File: src/design/rsp_pkg.sv
// Constants for the relay serial slave port block.
// Assumes a 250 MHz mclk; software owns all protocol message contents.
package rsp_pkg;
    localparam int CLK_HZ = 250_000_000;
    localparam int BAUD_SYNC = 64_000;
    localparam int BAUD_9600 = 9_600;
    localparam int BAUD_19200 = 19_200;
    localparam int BAUD_38400 = 38_400;
    localparam logic [14:0] DIV_SYNC = 15'(CLK_HZ / BAUD_SYNC);
    localparam logic [14:0] DIV_9600 = 15'(CLK_HZ / BAUD_9600);
    localparam logic [14:0] DIV_19200 = 15'(CLK_HZ / BAUD_19200);
    localparam logic [14:0] DIV_38400 = 15'(CLK_HZ / BAUD_38400);
    localparam logic [27:0] SEC_CYCLES = 28'(CLK_HZ);
    localparam logic [5:0] SEC_PER_MIN = 6'h3C;
    localparam logic [7:0] GAP_BITS = 8'h21;
    localparam logic [7:0] FRONT_ADDR = 8'h01;
    // Register byte offsets
    localparam logic [7:0] OFS_CFG = 8'h00;
    localparam logic [7:0] OFS_ADDR = 8'h04;
    localparam logic [7:0] OFS_TIMER = 8'h08;
    localparam logic [7:0] OFS_STATUS = 8'h0C;
    localparam logic [7:0] OFS_REAR = 8'h10;
    localparam logic [7:0] OFS_FRONT = 8'h14;
    localparam logic [7:0] OFS_TSTAMP = 8'h18;
    localparam logic [7:0] OFS_ACCESS = 8'h1C;
    // Configuration fields
    localparam int CFG_PROTO = 0;
    localparam int CFG_PHYS = 2;
    localparam int CFG_PORT = 3;
    localparam int CFG_FRM10 = 4;
    localparam int CFG_BAUD = 5;
    localparam int CFG_PAR = 7;
    localparam int CFG_TSREV = 9;
    localparam int CFG_BLK = 10;
    localparam int CFG_W = 12;
    localparam logic [11:0] CFG_RST = 12'h020;
    localparam logic [7:0] ADDR_RST = 8'h01;
    localparam int TMR_INACT = 0;
    localparam int TMR_MEAS = 8;
    localparam logic [13:0] TMR_RST = 14'h1E0A;
    localparam logic [1:0] PROTO_VENDOR = 2'h0;
    localparam logic [1:0] PROTO_MODBUS = 2'h1;
    localparam logic [1:0] PROTO_IEC = 2'h2;
    localparam logic [1:0] RATE_9600 = 2'h0;
    localparam logic [1:0] RATE_38400 = 2'h2;
    localparam logic [1:0] PAR_NONE = 2'h0;
    localparam logic [1:0] PAR_ODD = 2'h1;
    localparam logic [1:0] BLK_MON = 2'h1;
    localparam logic [1:0] BLK_CMD = 2'h2;
    localparam logic [4:0] INACT_MAX = 5'h1E;
    localparam logic [5:0] MEAS_MAX = 6'h3C;
    // Status bits
    localparam int ST_RXERR = 0;
    localparam int ST_TXREF = 2;
    localparam int ST_REVERT = 4;
    localparam int ST_MEAS = 5;
    localparam int ST_RXVAL = 8;
    localparam int ST_TXBUSY = 10;
    localparam int ST_MONBLK = 12;
    localparam int ST_CMDBLK = 13;
    localparam int ST_FIBER = 14;
    localparam int ST_HIDDEN = 15;
    typedef enum logic [1:0] {
        RX_IDLE  = 2'b00,
        RX_START = 2'b01,
        RX_BITS  = 2'b11,
        RX_STOP  = 2'b10
    } rsp_rx_type;
endpackage

File: src/design/rsp_serial_ports.sv
// Front and first rear serial slave ports with APB register access.
// Assumes pins are asynchronous to mclk; firmware builds replies.
// Functional notes
// - Front port: 11-bit, 8 data, even, 1 stop
// - Front port fixed 19200 bps, address one
// - Front port: no auto extraction, no busy; the code keeps a front busy bit and refuses writes while it is set
// - Synchronous bus mode fixed at 64 kbit/s
// - Vendor protocol address 0..254, match only
// - Idle 1..30 minutes reverts, revokes password
// - Media copper default; fiber only when fitted
// - Copper offers sync bus or RS-485 choice
// - RS-485 frame 11-bit default, 10-bit option
// - Vendor RS-485 rates 9600, 19200, 38400
// - MODBUS address 1..247, unique per spur
// - MODBUS rates 9600, 19200, 38400, matched
// - MODBUS parity none, odd or even
// - MODBUS timestamp standard or reversed order
// - Master initiates; slave only answers
// - IEC103 address 0..254, unique per spur
// - IEC103 rates only 9600 and 19200
// - IEC103 cyclic measurements every 1..60 s
// - Monitor blocking refuses status, record reads
// - Command blocking refuses all remote commands
// - RS-485 half duplex: drive only replying
//
// The placing of the registers and the APB slave port were chosen for this implementation.
module rsp_serial_ports #(
    parameter logic [14:0] DIV_9600   = rsp_pkg::DIV_9600,
    parameter logic [14:0] DIV_19200  = rsp_pkg::DIV_19200,
    parameter logic [14:0] DIV_38400  = rsp_pkg::DIV_38400,
    parameter logic [27:0] SEC_CYCLES = rsp_pkg::SEC_CYCLES
) (
    input  wire logic        mclk,
    input  wire logic        rst_n,
    input  wire logic        psel,
    input  wire logic        penable,
    input  wire logic        pwrite,
    input  wire logic [7:0]  paddr,
    input  wire logic [31:0] pwdata,
    output logic      [31:0] prdata,
    output logic             pready,
    output logic             pslverr,
    input  wire logic        frontRxd,
    output logic             frontTxd,
    input  wire logic        rearRxd,
    output logic             rearTxd,
    output logic             rearTxOe,
    input  wire logic        internalLogicSignal,
    input  wire logic        fiberFitted,
    input  wire logic        slotOccupied,
    output logic             passwordAccess,
    output logic             measDue,
    output logic             monitorBlocked,
    output logic             commandBlocked
);
    logic [4:0]  sync1_ff, sync2_ff;
    logic [11:0] cfg_ff;
    logic [7:0]  addr_ff;
    logic [13:0] tmr_ff;
    logic [31:0] tstamp_ff, prdata_ff;
    logic        pready_ff, pslverr_ff, pass_ff, revert_ff, meas_ff, monBlk_ff, cmdBlk_ff;
    logic [27:0] secCnt_ff;
    logic [5:0]  minSec_ff, measCnt_ff;
    logic [4:0]  inactCnt_ff;
    logic [1:0]  rxValid_ff, rxErr_ff, txRef_ff, permit_ff, txBusy_ff, txd_ff;
    logic [1:0]  addressed_ff, charDone, frameEnd, txGo, txTry, rdData;
    logic [7:0]  rxByte_ff [2];
    logic [14:0] bitDiv [2];
    logic [7:0]  stnAddr [2];
    logic [1:0]  parEn, parOdd, addrOk, rxIn, goodChar;

    // Two flops on each serial line and status input (not APB or reset) before any logic looks at it
    always_ff @(posedge mclk) begin
        if (!rst_n) begin
            sync1_ff <= 5'h03;
            sync2_ff <= 5'h03;
        end else begin
            sync1_ff <= {slotOccupied, fiberFitted, internalLogicSignal, rearRxd, frontRxd};
            sync2_ff <= sync1_ff;
        end
    end
    assign rxIn = sync2_ff[1:0];
    wire ilsSync = sync2_ff[2];
    wire fitSync = sync2_ff[3];
    wire slotSync = sync2_ff[4];

    // Rear port configuration decode
    wire [1:0] proto = cfg_ff[rsp_pkg::CFG_PROTO +: 2];
    wire [1:0] rate = cfg_ff[rsp_pkg::CFG_BAUD +: 2];
    wire [1:0] parSel = cfg_ff[rsp_pkg::CFG_PAR +: 2];
    wire [1:0] blkSel = cfg_ff[rsp_pkg::CFG_BLK +: 2];
    wire isModbus = proto == rsp_pkg::PROTO_MODBUS;
    wire isIec = proto == rsp_pkg::PROTO_IEC;
    wire isVendor = !isModbus && !isIec;
    // Hidden selection reads as copper; the slot holds other hardware
    wire linkHidden = slotSync;
    wire physFiber = cfg_ff[rsp_pkg::CFG_PHYS] && fitSync && !linkHidden;
    wire syncBus = isVendor && !physFiber && !cfg_ff[rsp_pkg::CFG_PORT];
    wire is9600 = rate == rsp_pkg::RATE_9600;
    wire is38400 = rate == rsp_pkg::RATE_38400 && !isIec;
    wire [14:0] rearDiv = syncBus ? rsp_pkg::DIV_SYNC :
        is9600 ? DIV_9600 : is38400 ? DIV_38400 : DIV_19200;
    wire frame10 = isVendor && !syncBus && cfg_ff[rsp_pkg::CFG_FRM10];
    wire rearParEn = isModbus ? parSel != rsp_pkg::PAR_NONE : !frame10;
    wire rearParOdd = isModbus && parSel == rsp_pkg::PAR_ODD;
    wire rearAddrOk = isModbus ? (addr_ff != 8'h00 && addr_ff <= 8'hF7)
                               : addr_ff != 8'hFF;

    // Front port settings are wired constants, nothing to configure
    assign bitDiv[0] = DIV_19200;
    assign stnAddr[0] = rsp_pkg::FRONT_ADDR;
    assign parEn[0] = 1'b1;
    assign parOdd[0] = 1'b0;
    assign addrOk[0] = 1'b1;
    assign bitDiv[1] = rearDiv;
    assign stnAddr[1] = addr_ff;
    assign parEn[1] = rearParEn;
    assign parOdd[1] = rearParOdd;
    assign addrOk[1] = rearAddrOk;

    // APB decode
    wire setup = psel && penable && !pready_ff;
    wire access = psel && penable && pready_ff;
    wire wrEn = access && pwrite;
    wire rdEn = access && !pwrite;
    wire selCfg = paddr == rsp_pkg::OFS_CFG;
    wire selAddr = paddr == rsp_pkg::OFS_ADDR;
    wire selTmr = paddr == rsp_pkg::OFS_TIMER;
    wire selStat = paddr == rsp_pkg::OFS_STATUS;
    wire selRear = paddr == rsp_pkg::OFS_REAR;
    wire selFront = paddr == rsp_pkg::OFS_FRONT;
    wire selTs = paddr == rsp_pkg::OFS_TSTAMP;
    wire selAcc = paddr == rsp_pkg::OFS_ACCESS;
    wire mapped = selCfg | selAddr | selTmr | selStat | selRear | selFront | selTs | selAcc;
    wire [1:0] selData = {selRear, selFront};
    wire [1:0] w1cRxErr = (wrEn && selStat) ? pwdata[rsp_pkg::ST_RXERR +: 2] : 2'h0;
    wire [1:0] w1cTxRef = (wrEn && selStat) ? pwdata[rsp_pkg::ST_TXREF +: 2] : 2'h0;
    wire w1cRevert = wrEn && selStat && pwdata[rsp_pkg::ST_REVERT];
    wire w1cMeas = wrEn && selStat && pwdata[rsp_pkg::ST_MEAS];
    assign rdData = rdEn ? selData : 2'h0;
    assign txTry = wrEn ? selData : 2'h0;
    // Replies only inside a granted answer window
    assign txGo = txTry & permit_ff & ~txBusy_ff;

    // Timestamp byte order swap
    wire tsRev = isModbus && cfg_ff[rsp_pkg::CFG_TSREV];
    wire [31:0] tsView = tsRev ? {tstamp_ff[7:0], tstamp_ff[15:8], tstamp_ff[23:16],
                                  tstamp_ff[31:24]} : tstamp_ff;

    logic [31:0] stat;
    always_comb begin
        stat = 32'h0;
        stat[rsp_pkg::ST_RXERR +: 2] = rxErr_ff;
        stat[rsp_pkg::ST_TXREF +: 2] = txRef_ff;
        stat[rsp_pkg::ST_REVERT] = revert_ff;
        stat[rsp_pkg::ST_MEAS] = meas_ff;
        stat[rsp_pkg::ST_RXVAL +: 2] = rxValid_ff;
        stat[rsp_pkg::ST_TXBUSY +: 2] = txBusy_ff;
        stat[rsp_pkg::ST_MONBLK] = monBlk_ff;
        stat[rsp_pkg::ST_CMDBLK] = cmdBlk_ff;
        stat[rsp_pkg::ST_FIBER] = physFiber;
        stat[rsp_pkg::ST_HIDDEN] = linkHidden;
    end
    wire [31:0] rdMux = selCfg ? {20'h0, cfg_ff} : selAddr ? {24'h0, addr_ff} :
        selTmr ? {18'h0, tmr_ff} : selStat ? stat : selRear ? {24'h0, rxByte_ff[1]} :
        selFront ? {24'h0, rxByte_ff[0]} : selTs ? tsView : selAcc ? {31'h0, pass_ff} : 32'h0;

    always_ff @(posedge mclk) begin
        if (!rst_n) begin
            pready_ff <= 1'b0;
            pslverr_ff <= 1'b0;
            prdata_ff <= 32'h0;
        end else begin
            pready_ff <= setup;
            pslverr_ff <= setup && !mapped;
            prdata_ff <= (setup && !pwrite) ? rdMux : 32'h0;
        end
    end

    always_ff @(posedge mclk) begin
        if (!rst_n) begin
            cfg_ff <= rsp_pkg::CFG_RST;
            addr_ff <= rsp_pkg::ADDR_RST;
            tmr_ff <= rsp_pkg::TMR_RST;
            tstamp_ff <= 32'h0;
        end else if (wrEn) begin
            if (selCfg) cfg_ff <= pwdata[rsp_pkg::CFG_W-1:0];
            if (selAddr) addr_ff <= pwdata[7:0];
            if (selTmr) tmr_ff <= pwdata[13:0];
            if (selTs) tstamp_ff <= tsView == tstamp_ff && !tsRev ? pwdata : 
                {pwdata[7:0], pwdata[15:8], pwdata[23:16], pwdata[31:24]};
        end
    end

    // Second and minute timebase; setting limits clamp to legal range
    wire secTick = secCnt_ff == SEC_CYCLES - 28'h1;
    wire minTick = secTick && minSec_ff == rsp_pkg::SEC_PER_MIN - 6'h1;
    wire [4:0] inactRaw = tmr_ff[rsp_pkg::TMR_INACT +: 5];
    wire [5:0] measRaw = tmr_ff[rsp_pkg::TMR_MEAS +: 6];
    wire [4:0] inactLim = inactRaw == 5'h0 ? 5'h1 :
        inactRaw > rsp_pkg::INACT_MAX ? rsp_pkg::INACT_MAX : inactRaw;
    wire [5:0] measLim = measRaw == 6'h0 ? 6'h1 :
        measRaw > rsp_pkg::MEAS_MAX ? rsp_pkg::MEAS_MAX : measRaw;
    wire rearActive = frameEnd[1] && addressed_ff[1];
    // Full idle minutes only, so a partial first minute never shortens the wait
    wire revertNow = minTick && !rearActive && inactCnt_ff >= inactLim;
    wire measTick = isIec && secTick && measCnt_ff + 6'h1 >= measLim;

    always_ff @(posedge mclk) begin
        if (!rst_n) begin
            secCnt_ff <= 28'h0;
            minSec_ff <= 6'h0;
            inactCnt_ff <= 5'h0;
            measCnt_ff <= 6'h0;
            pass_ff <= 1'b0;
            revert_ff <= 1'b0;
            meas_ff <= 1'b0;
            monBlk_ff <= 1'b0;
            cmdBlk_ff <= 1'b0;
        end else begin
            secCnt_ff <= secTick ? 28'h0 : secCnt_ff + 28'h1;
            minSec_ff <= minTick ? 6'h0 : secTick ? minSec_ff + 6'h1 : minSec_ff;
            inactCnt_ff <= (rearActive || revertNow) ? 5'h0 :
                minTick ? inactCnt_ff + 5'h1 : inactCnt_ff;
            measCnt_ff <= (measTick || !isIec) ? 6'h0 : secTick ? measCnt_ff + 6'h1 : measCnt_ff;
            // Revocation beats a same-cycle grant: fail safe
            pass_ff <= revertNow ? 1'b0 : (wrEn && selAcc) ? pwdata[0] : pass_ff;
            revert_ff <= revertNow || (revert_ff && !w1cRevert);
            meas_ff <= measTick || (meas_ff && !w1cMeas);
            monBlk_ff <= isIec && blkSel == rsp_pkg::BLK_MON && ilsSync;
            cmdBlk_ff <= isIec && blkSel == rsp_pkg::BLK_CMD && ilsSync;
        end
    end

    // One receive and transmit engine per port: 0 front, 1 rear
    for (genvar ch = 0; ch < 2; ch++) begin : g_port
        rsp_pkg::rsp_rx_type rxSt_ff;
        logic [14:0] rxDiv_ff, txDiv_ff;
        logic [3:0]  rxBit_ff, txBit_ff;
        logic [8:0]  rxSh_ff;
        logic [10:0] txSh_ff;
        logic [7:0]  gap_ff;
        logic        inFrame_ff, bad_ff;
        wire tickRx = rxDiv_ff == 15'h0;
        wire [3:0] nBits = parEn[ch] ? 4'h9 : 4'h8;
        wire [7:0] data = parEn[ch] ? rxSh_ff[7:0] : rxSh_ff[8:1];
        wire parErr = parEn[ch] && ((^rxSh_ff) != parOdd[ch]);
        assign charDone[ch] = rxSt_ff == rsp_pkg::RX_STOP && tickRx;
        assign goodChar[ch] = charDone[ch] && rxIn[ch] && !parErr;
        assign frameEnd[ch] = inFrame_ff && gap_ff == rsp_pkg::GAP_BITS;
        always_ff @(posedge mclk) begin
            if (!rst_n) begin
                rxSt_ff <= rsp_pkg::RX_IDLE;
                rxDiv_ff <= 15'h0;
                rxBit_ff <= 4'h0;
                rxSh_ff <= 9'h0;
            end else begin
                rxDiv_ff <= tickRx ? bitDiv[ch] - 15'h1 : rxDiv_ff - 15'h1;
                unique case (rxSt_ff)
                    rsp_pkg::RX_IDLE: if (!rxIn[ch]) begin
                        rxSt_ff <= rsp_pkg::RX_START;
                        rxDiv_ff <= bitDiv[ch] >> 1;
                    end
                    rsp_pkg::RX_START: if (tickRx) begin
                        rxSt_ff <= rxIn[ch] ? rsp_pkg::RX_IDLE : rsp_pkg::RX_BITS;
                        rxBit_ff <= 4'h0;
                    end
                    rsp_pkg::RX_BITS: if (tickRx) begin
                        rxSh_ff <= {rxIn[ch], rxSh_ff[8:1]};
                        rxBit_ff <= rxBit_ff + 4'h1;
                        if (rxBit_ff == nBits - 4'h1) rxSt_ff <= rsp_pkg::RX_STOP;
                    end
                    rsp_pkg::RX_STOP: if (tickRx) rxSt_ff <= rsp_pkg::RX_IDLE;
                endcase
            end
        end
        // Frame tracking: first char is the station address
        always_ff @(posedge mclk) begin
            if (!rst_n) begin
                gap_ff <= 8'h0;
                inFrame_ff <= 1'b0;
                bad_ff <= 1'b0;
                addressed_ff[ch] <= 1'b0;
                permit_ff[ch] <= 1'b0;
                rxValid_ff[ch] <= 1'b0;
                rxErr_ff[ch] <= 1'b0;
                rxByte_ff[ch] <= 8'h0;
            end else begin
                gap_ff <= rxSt_ff != rsp_pkg::RX_IDLE ? 8'h0 :
                    (tickRx && gap_ff != rsp_pkg::GAP_BITS) ? gap_ff + 8'h1 : gap_ff;
                if (charDone[ch] && !inFrame_ff) begin
                    inFrame_ff <= 1'b1;
                    bad_ff <= !goodChar[ch];
                    permit_ff[ch] <= 1'b0;
                    addressed_ff[ch] <= goodChar[ch] && addrOk[ch] &&
                        data == stnAddr[ch];
                end else if (charDone[ch]) begin
                    bad_ff <= bad_ff || !goodChar[ch];
                end else if (frameEnd[ch]) begin
                    inFrame_ff <= 1'b0;
                    // Only a clean frame for us opens a reply window
                    permit_ff[ch] <= addressed_ff[ch] && !bad_ff;
                    addressed_ff[ch] <= 1'b0;
                end
                if (goodChar[ch] && inFrame_ff && addressed_ff[ch]) rxByte_ff[ch] <= data;
                rxValid_ff[ch] <= (goodChar[ch] && inFrame_ff && addressed_ff[ch]) ||
                    (rxValid_ff[ch] && !rdData[ch]);
                rxErr_ff[ch] <= (charDone[ch] && !goodChar[ch]) ||
                    (rxErr_ff[ch] && !w1cRxErr[ch]);
            end
        end
        // Transmit; both sides signal busy while shifting, writes while busy or
        // outside a reply window are flagged as refused for firmware to retry
        wire txTick = txDiv_ff == 15'h0;
        wire txPar = (^pwdata[7:0]) ^ parOdd[ch];
        always_ff @(posedge mclk) begin
            if (!rst_n) begin
                txSh_ff <= 11'h7FF;
                txBit_ff <= 4'h0;
                txDiv_ff <= 15'h0;
                txBusy_ff[ch] <= 1'b0;
                txd_ff[ch] <= 1'b1;
                txRef_ff[ch] <= 1'b0;
            end else begin
                txRef_ff[ch] <= (txTry[ch] && !txGo[ch]) || (txRef_ff[ch] && !w1cTxRef[ch]);
                if (txGo[ch]) begin
                    txSh_ff <= {1'b1, parEn[ch] ? txPar : 1'b1, pwdata[7:0], 1'b0};
                    txBit_ff <= parEn[ch] ? 4'hB : 4'hA;
                    txDiv_ff <= 15'h0;
                    txBusy_ff[ch] <= 1'b1;
                end else if (txBusy_ff[ch] && txTick) begin
                    txd_ff[ch] <= txSh_ff[0];
                    txSh_ff <= {1'b1, txSh_ff[10:1]};
                    txDiv_ff <= bitDiv[ch] - 15'h1;
                    txBit_ff <= txBit_ff - 4'h1;
                    if (txBit_ff == 4'h0) txBusy_ff[ch] <= 1'b0;
                end else if (txBusy_ff[ch]) begin
                    txDiv_ff <= txDiv_ff - 15'h1;
                end
            end
        end
    end

    assign prdata = prdata_ff;
    assign pready = pready_ff;
    assign pslverr = pslverr_ff;
    assign frontTxd = txd_ff[0];
    assign rearTxd = txd_ff[1];
    assign rearTxOe = txBusy_ff[1];
    assign passwordAccess = pass_ff;
    assign measDue = meas_ff;
    assign monitorBlocked = monBlk_ff;
    assign commandBlocked = cmdBlk_ff;
endmodule

File: config.mk
export PLATFORM = sky130hd
export DESIGN_NAME = rsp_serial_ports
export DESIGN_NICKNAME = d
export VERILOG_FILES = /design/src/design/rsp_pkg.sv /design/src/design/rsp_serial_ports.sv
export SDC_FILE = /design/constraint.sdc
export NUM_CORES = 1
export LEC_CHECK = 0
export BUFFER_PORTS_ARGS = -buffer_cell sky130_fd_sc_hd__buf_2
export CAP_MARGIN = 30
export CORE_ASPECT_RATIO = 0.75
export CORE_UTILIZATION = 40
export DETAILED_ROUTE_END_ITERATION = 8
export GPL_ROUTABILITY_DRIVEN = 0
export PLACE_DENSITY_LB_ADDON = 0.1
export SLEW_MARGIN = 10
export SYNTH_ARGS = -nofsm -noshare
export SYNTH_HDL_FRONTEND = slang
export SYNTH_SLANG_ARGS = --single-unit
export TNS_END_PERCENT = 10
File: constraint.sdc
create_clock -name mclk -period 2.5 [get_ports mclk]
set_input_delay 0.375 -clock mclk [delete_from_list [all_inputs] [get_ports mclk]]
set_output_delay 0.375 -clock mclk [all_outputs]
set_load 0.01 [all_outputs]
==> impl_results.md <==
- Reg2reg setup slack: 0.16 ns
- Crit Path Class: flop to flop
- Pleak: 7.12 nW
- Fin worst setup slack: 0.160 ns
- Synthesized instance count: 1859
- Hold WS: 0.0410 ns
- Total track usage: 21.9%
- Die ar.: 39700 sq um
- Cell variety after synth: 74
- Core area: 38300 sq um
- Psw: 3.37 mW
- Post-synth EDFFs: 16
- Worst path arrival time: 2.79 ns
- Final Skew: 0.0323 ns
- Share of layout cells above drive strength 1: 14.0%
- CP Launch Type: flop
- Worst VDD drop: 0.667 mV
- Reg power frac: 45.1%
- Initial antenna violation count: 2
- Port Buffer Count: 90
- FMAX: 427 MHz
- Total negative slack: 0 ns
- Final Hold Vio Count: 0
- Asr flop ratio synth: 0%
- TritonCTS clock tree: yes
- CP Launch Point: cfg_ff[0]
- Crit share post-route: 93.6%
- PnR Total Power: 12.7 mW
- Die Wd: 230 um
- Clk pwr share: 41.0%
- Worst Hold End: sync1_ff[4]
- R2R cell count: 7
- CP max FO: 9
- Final wirelength: 43700 um
- P per Cell Area: 697 nW/um^2
- Syn Std Cell Area: 15500 sq um
- Area grow syn2layout: 17.0%
- Via count: 13500
- Seq cells post-synth: 328
- Clk sink count: 328
- Grt peak-use layer: met1
- Hold Crit Class: input port to flop
- Sequential element share of the synthesized area: 43.3%
- Vias per cell: 5.37
- Max_cap viols: 0
- Gate power share: 13.9%
- Switch share: 26.6%
- First-pass GRT wire length: 69800 um
- Hold path start: slotOccupied
- Top Ports: 91
- Run status: finished, final reports clean
- DRT iter0 DRCs: 1099
- Design Area, Final: 18200 sq um
- Routed WL per cell: 17.4 um
- Clk Latency, worst-skew pair: 0.54 ns
- Final Net Count: 2058
- Final Setup Violations: 0
- Synth top area share: 40.2%
- Post-Syn Nets: 1944
- Met1 GRT Util: 33.2%
- Placed inst area: 17000 sq um
- TritonCTS buffer count: 36
- M3 GR Usage: 3.71%
- Post-route ant nets: 0
- Buffer depth of the longest clock path: 3
- Clk slew on worst S/H paths: 0.06 ns
- # diodes: 0
- DRC viols: 0
- GRT overflow: 0
- # H-tree levels: 2
- Pin count of the biggest net entering global routing: 81
- YS warnings: 0
- First-pass iteration count of the detailed router: 8
- Synth area leader: dfxtp_1
- Ranking of synthesized cells by area: dfxtp_1, nand2_1, nor2_1
- Endpoint of the worst register-to-register path: addressed_ff[1]
- Final Max Slew Viols: 0
- Height of the die: 173 um
- Worst slew pin tran: 0.663 ns
- Setup crit end kind: flop
- Cell internal pwr: 9.31 mW
- HPWL Detailed: 31200 um
- Fin crit period: 2.34 ns
- Clock Root Buffer: clkbuf_16
- Post-synth top flop: dfxtp_1
- Synth Area per Inst: 8.36 sq um
- Dpl ws: -0.0116 ns
- Min-Delay Path Depth: 2
- Initial core utilization: 40.6%
- Vias in the first global route: 12500
- Site Rows: 62
- Crit path required time: 2.95 ns
- Slew headroom: 55.4%
- Reg2reg start: cfg_ff[0]
- Routing usage on met2: 31.7%
[kinds of logic (layout without fill, tap and decap cells)]
family,Yosys count,in the layout,synth area share (%)
flip-flops,328,328,43.3
AND/OR/NAND/NOR,800,800,24.5
multiplexers,71,71,4.64
adder cells (fa/ha/maj),35,35,2.82
buffers and inverters,164,301,4.20
XOR/XNOR,116,116,6.62
AO/OA/AOI/OAI,345,345,14.0
[final cells by class]
| class | instances | area, sq um |
|---|---|---|
| fill | 3763 | 20100 |
| multi-input combinational | 1367 | 8210 |
| sequential | 328 | 6730 |
| timing repair buffer | 182 | 1250 |
| clock buffer | 56 | 1110 |
| tap | 512 | 641 |
| inverter | 58 | 220 |
| clock inverter | 5 | 35.0 |
[cells in the final DEF, fill, tap and decap left out, drive strengths merged, types with 8 or more instances in the layout]
| cell | instances |
|---|---|
| and3 | 20 |
| and2 | 20 |
| o211ai | 8 |
| nor2 | 227 |
| a21oi | 129 |
| nor2b | 11 |
| xor2 | 47 |
| inv | 60 |
| mux2i | 62 |
| clkbuf | 56 |
| dfxtp | 312 |
| a22oi | 21 |
| o31ai | 11 |
| edfxtp | 16 |
| o22ai | 12 |
| o21a | 12 |
| nand2 | 284 |
| xnor2 | 68 |
| a211oi | 9 |
| nor3 | 54 |
| a311oi | 34 |
| or4 | 11 |
| buf | 182 |
| a31oi | 17 |
| nor4 | 19 |
| nand4 | 35 |
| nand3 | 40 |
| nand2b | 12 |
| o21ai | 58 |
| or3 | 28 |
| mux2 | 9 |
| a21o | 8 |
| ha | 35 |
[routing by layer]
metal / share of wire, % / up-vias
li1: - / 6724
met1: 51 / 6344
met2: 41 / 337
met3: 5.7 / 56
met4: 2.1 / 2
met5: 0.027 / -
[state kept, by name (all words and copies together), names as in the netlist, 14 cells and up]
| register | flops |
|---|---|
| prdata | 32 |
| tstamp_ff | 32 |
| g_port.rxDiv_ff | 30 |
| g_port.txDiv_ff | 30 |
| secCnt_ff | 28 |
| g_port.txSh_ff | 20 |
| g_port.rxSh_ff | 18 |
| g_port.gap_ff | 16 |
| rxByte_ff | 16 |
| tmr_ff | 14 |
[cells in the mapped netlist, drive strengths merged (8+ instances only)]
master	number
nand4	35
mux2i	62
and2	20
o31ai	11
nand2	284
o211ai	8
nor2b	11
a31oi	17
and3	20
nor2	227
nor3	54
inv	58
a21o	8
xor2	47
a311oi	34
buf	22
a211oi	9
nand2b	12
o21ai	58
a22oi	21
dfxtp	312
o22ai	12
ha	35
o21a	12
nand3	40
or4	11
clkbuf	84
mux2	9
or3	28
edfxtp	16
nor4	19
xnor2	68
a21oi	129
[worst max path at each step]
| stage | slack (ns) | end | cells past startpoint |
|---|---|---|---|
| 3_3_place_gp | 0.06 | g_port[0].txSh_ff[1] | 7 |
| 2_1_floorplan | 0.23 | rearTxOe | 10 |
| 4_1_cts | 0.08 | rxByte_ff[1][2] | 7 |
| 5_1_grt | -0.007 | g_port[1].txBit_ff[3] | 9 |
| 3_5_place_dp | -0.01 | inactCnt_ff[0] | 6 |
| 6_report | 0.16 | addressed_ff[1] | 7 |
[power by group through the flow]
stage | Combinational [mW] | Sequential (mW) | Clock (mW)
after floorplan | 1.33 | 5.77 | 0
after global routing | 1.97 | 5.76 | 5.55
after detailed placement | 1.75 | 5.83 | 0
after global placement | 1.73 | 5.83 | 0
after CTS | 1.76 | 5.72 | 5.35
final | 1.76 | 5.72 | 5.19
[worst max-delay path: stages (launching register included)]
cell       delay (ns)
dfxtp_1          0.39
ha_1             0.33
inv_1            0.11
o2111ai_1        0.17
nand2_1          0.38
nor4_1           0.49
o211ai_1         0.15
o31ai_1          0.23
[metrics by stage]
| step | util [%] | std cells |
|---|---|---|
| 2_1_floorplan | - | 1859 |
| 3_3_place_gp | 44.4 | 2446 |
| 3_5_place_dp | 44.4 | 2446 |
| 4_1_cts | 47.4 | 2508 |
| 5_1_grt | 47.5 | 2508 |
| 6_report | 47.5 | 2508 |
[timing repair]
| item | 4_1_cts | 5_1_grt |
|---|---|---|
| endpoints found under the setup margin | 1 | 22 |
| buffers inserted | 1 | 0 |
| pin swaps | 1 | 0 |
| endpoints found under the hold margin | 0 | 0 |
| resized for setup | 0 | 7 |
| hold buffers | 0 | 0 |
Note: power is estimated with default switching activity, not from simulation.
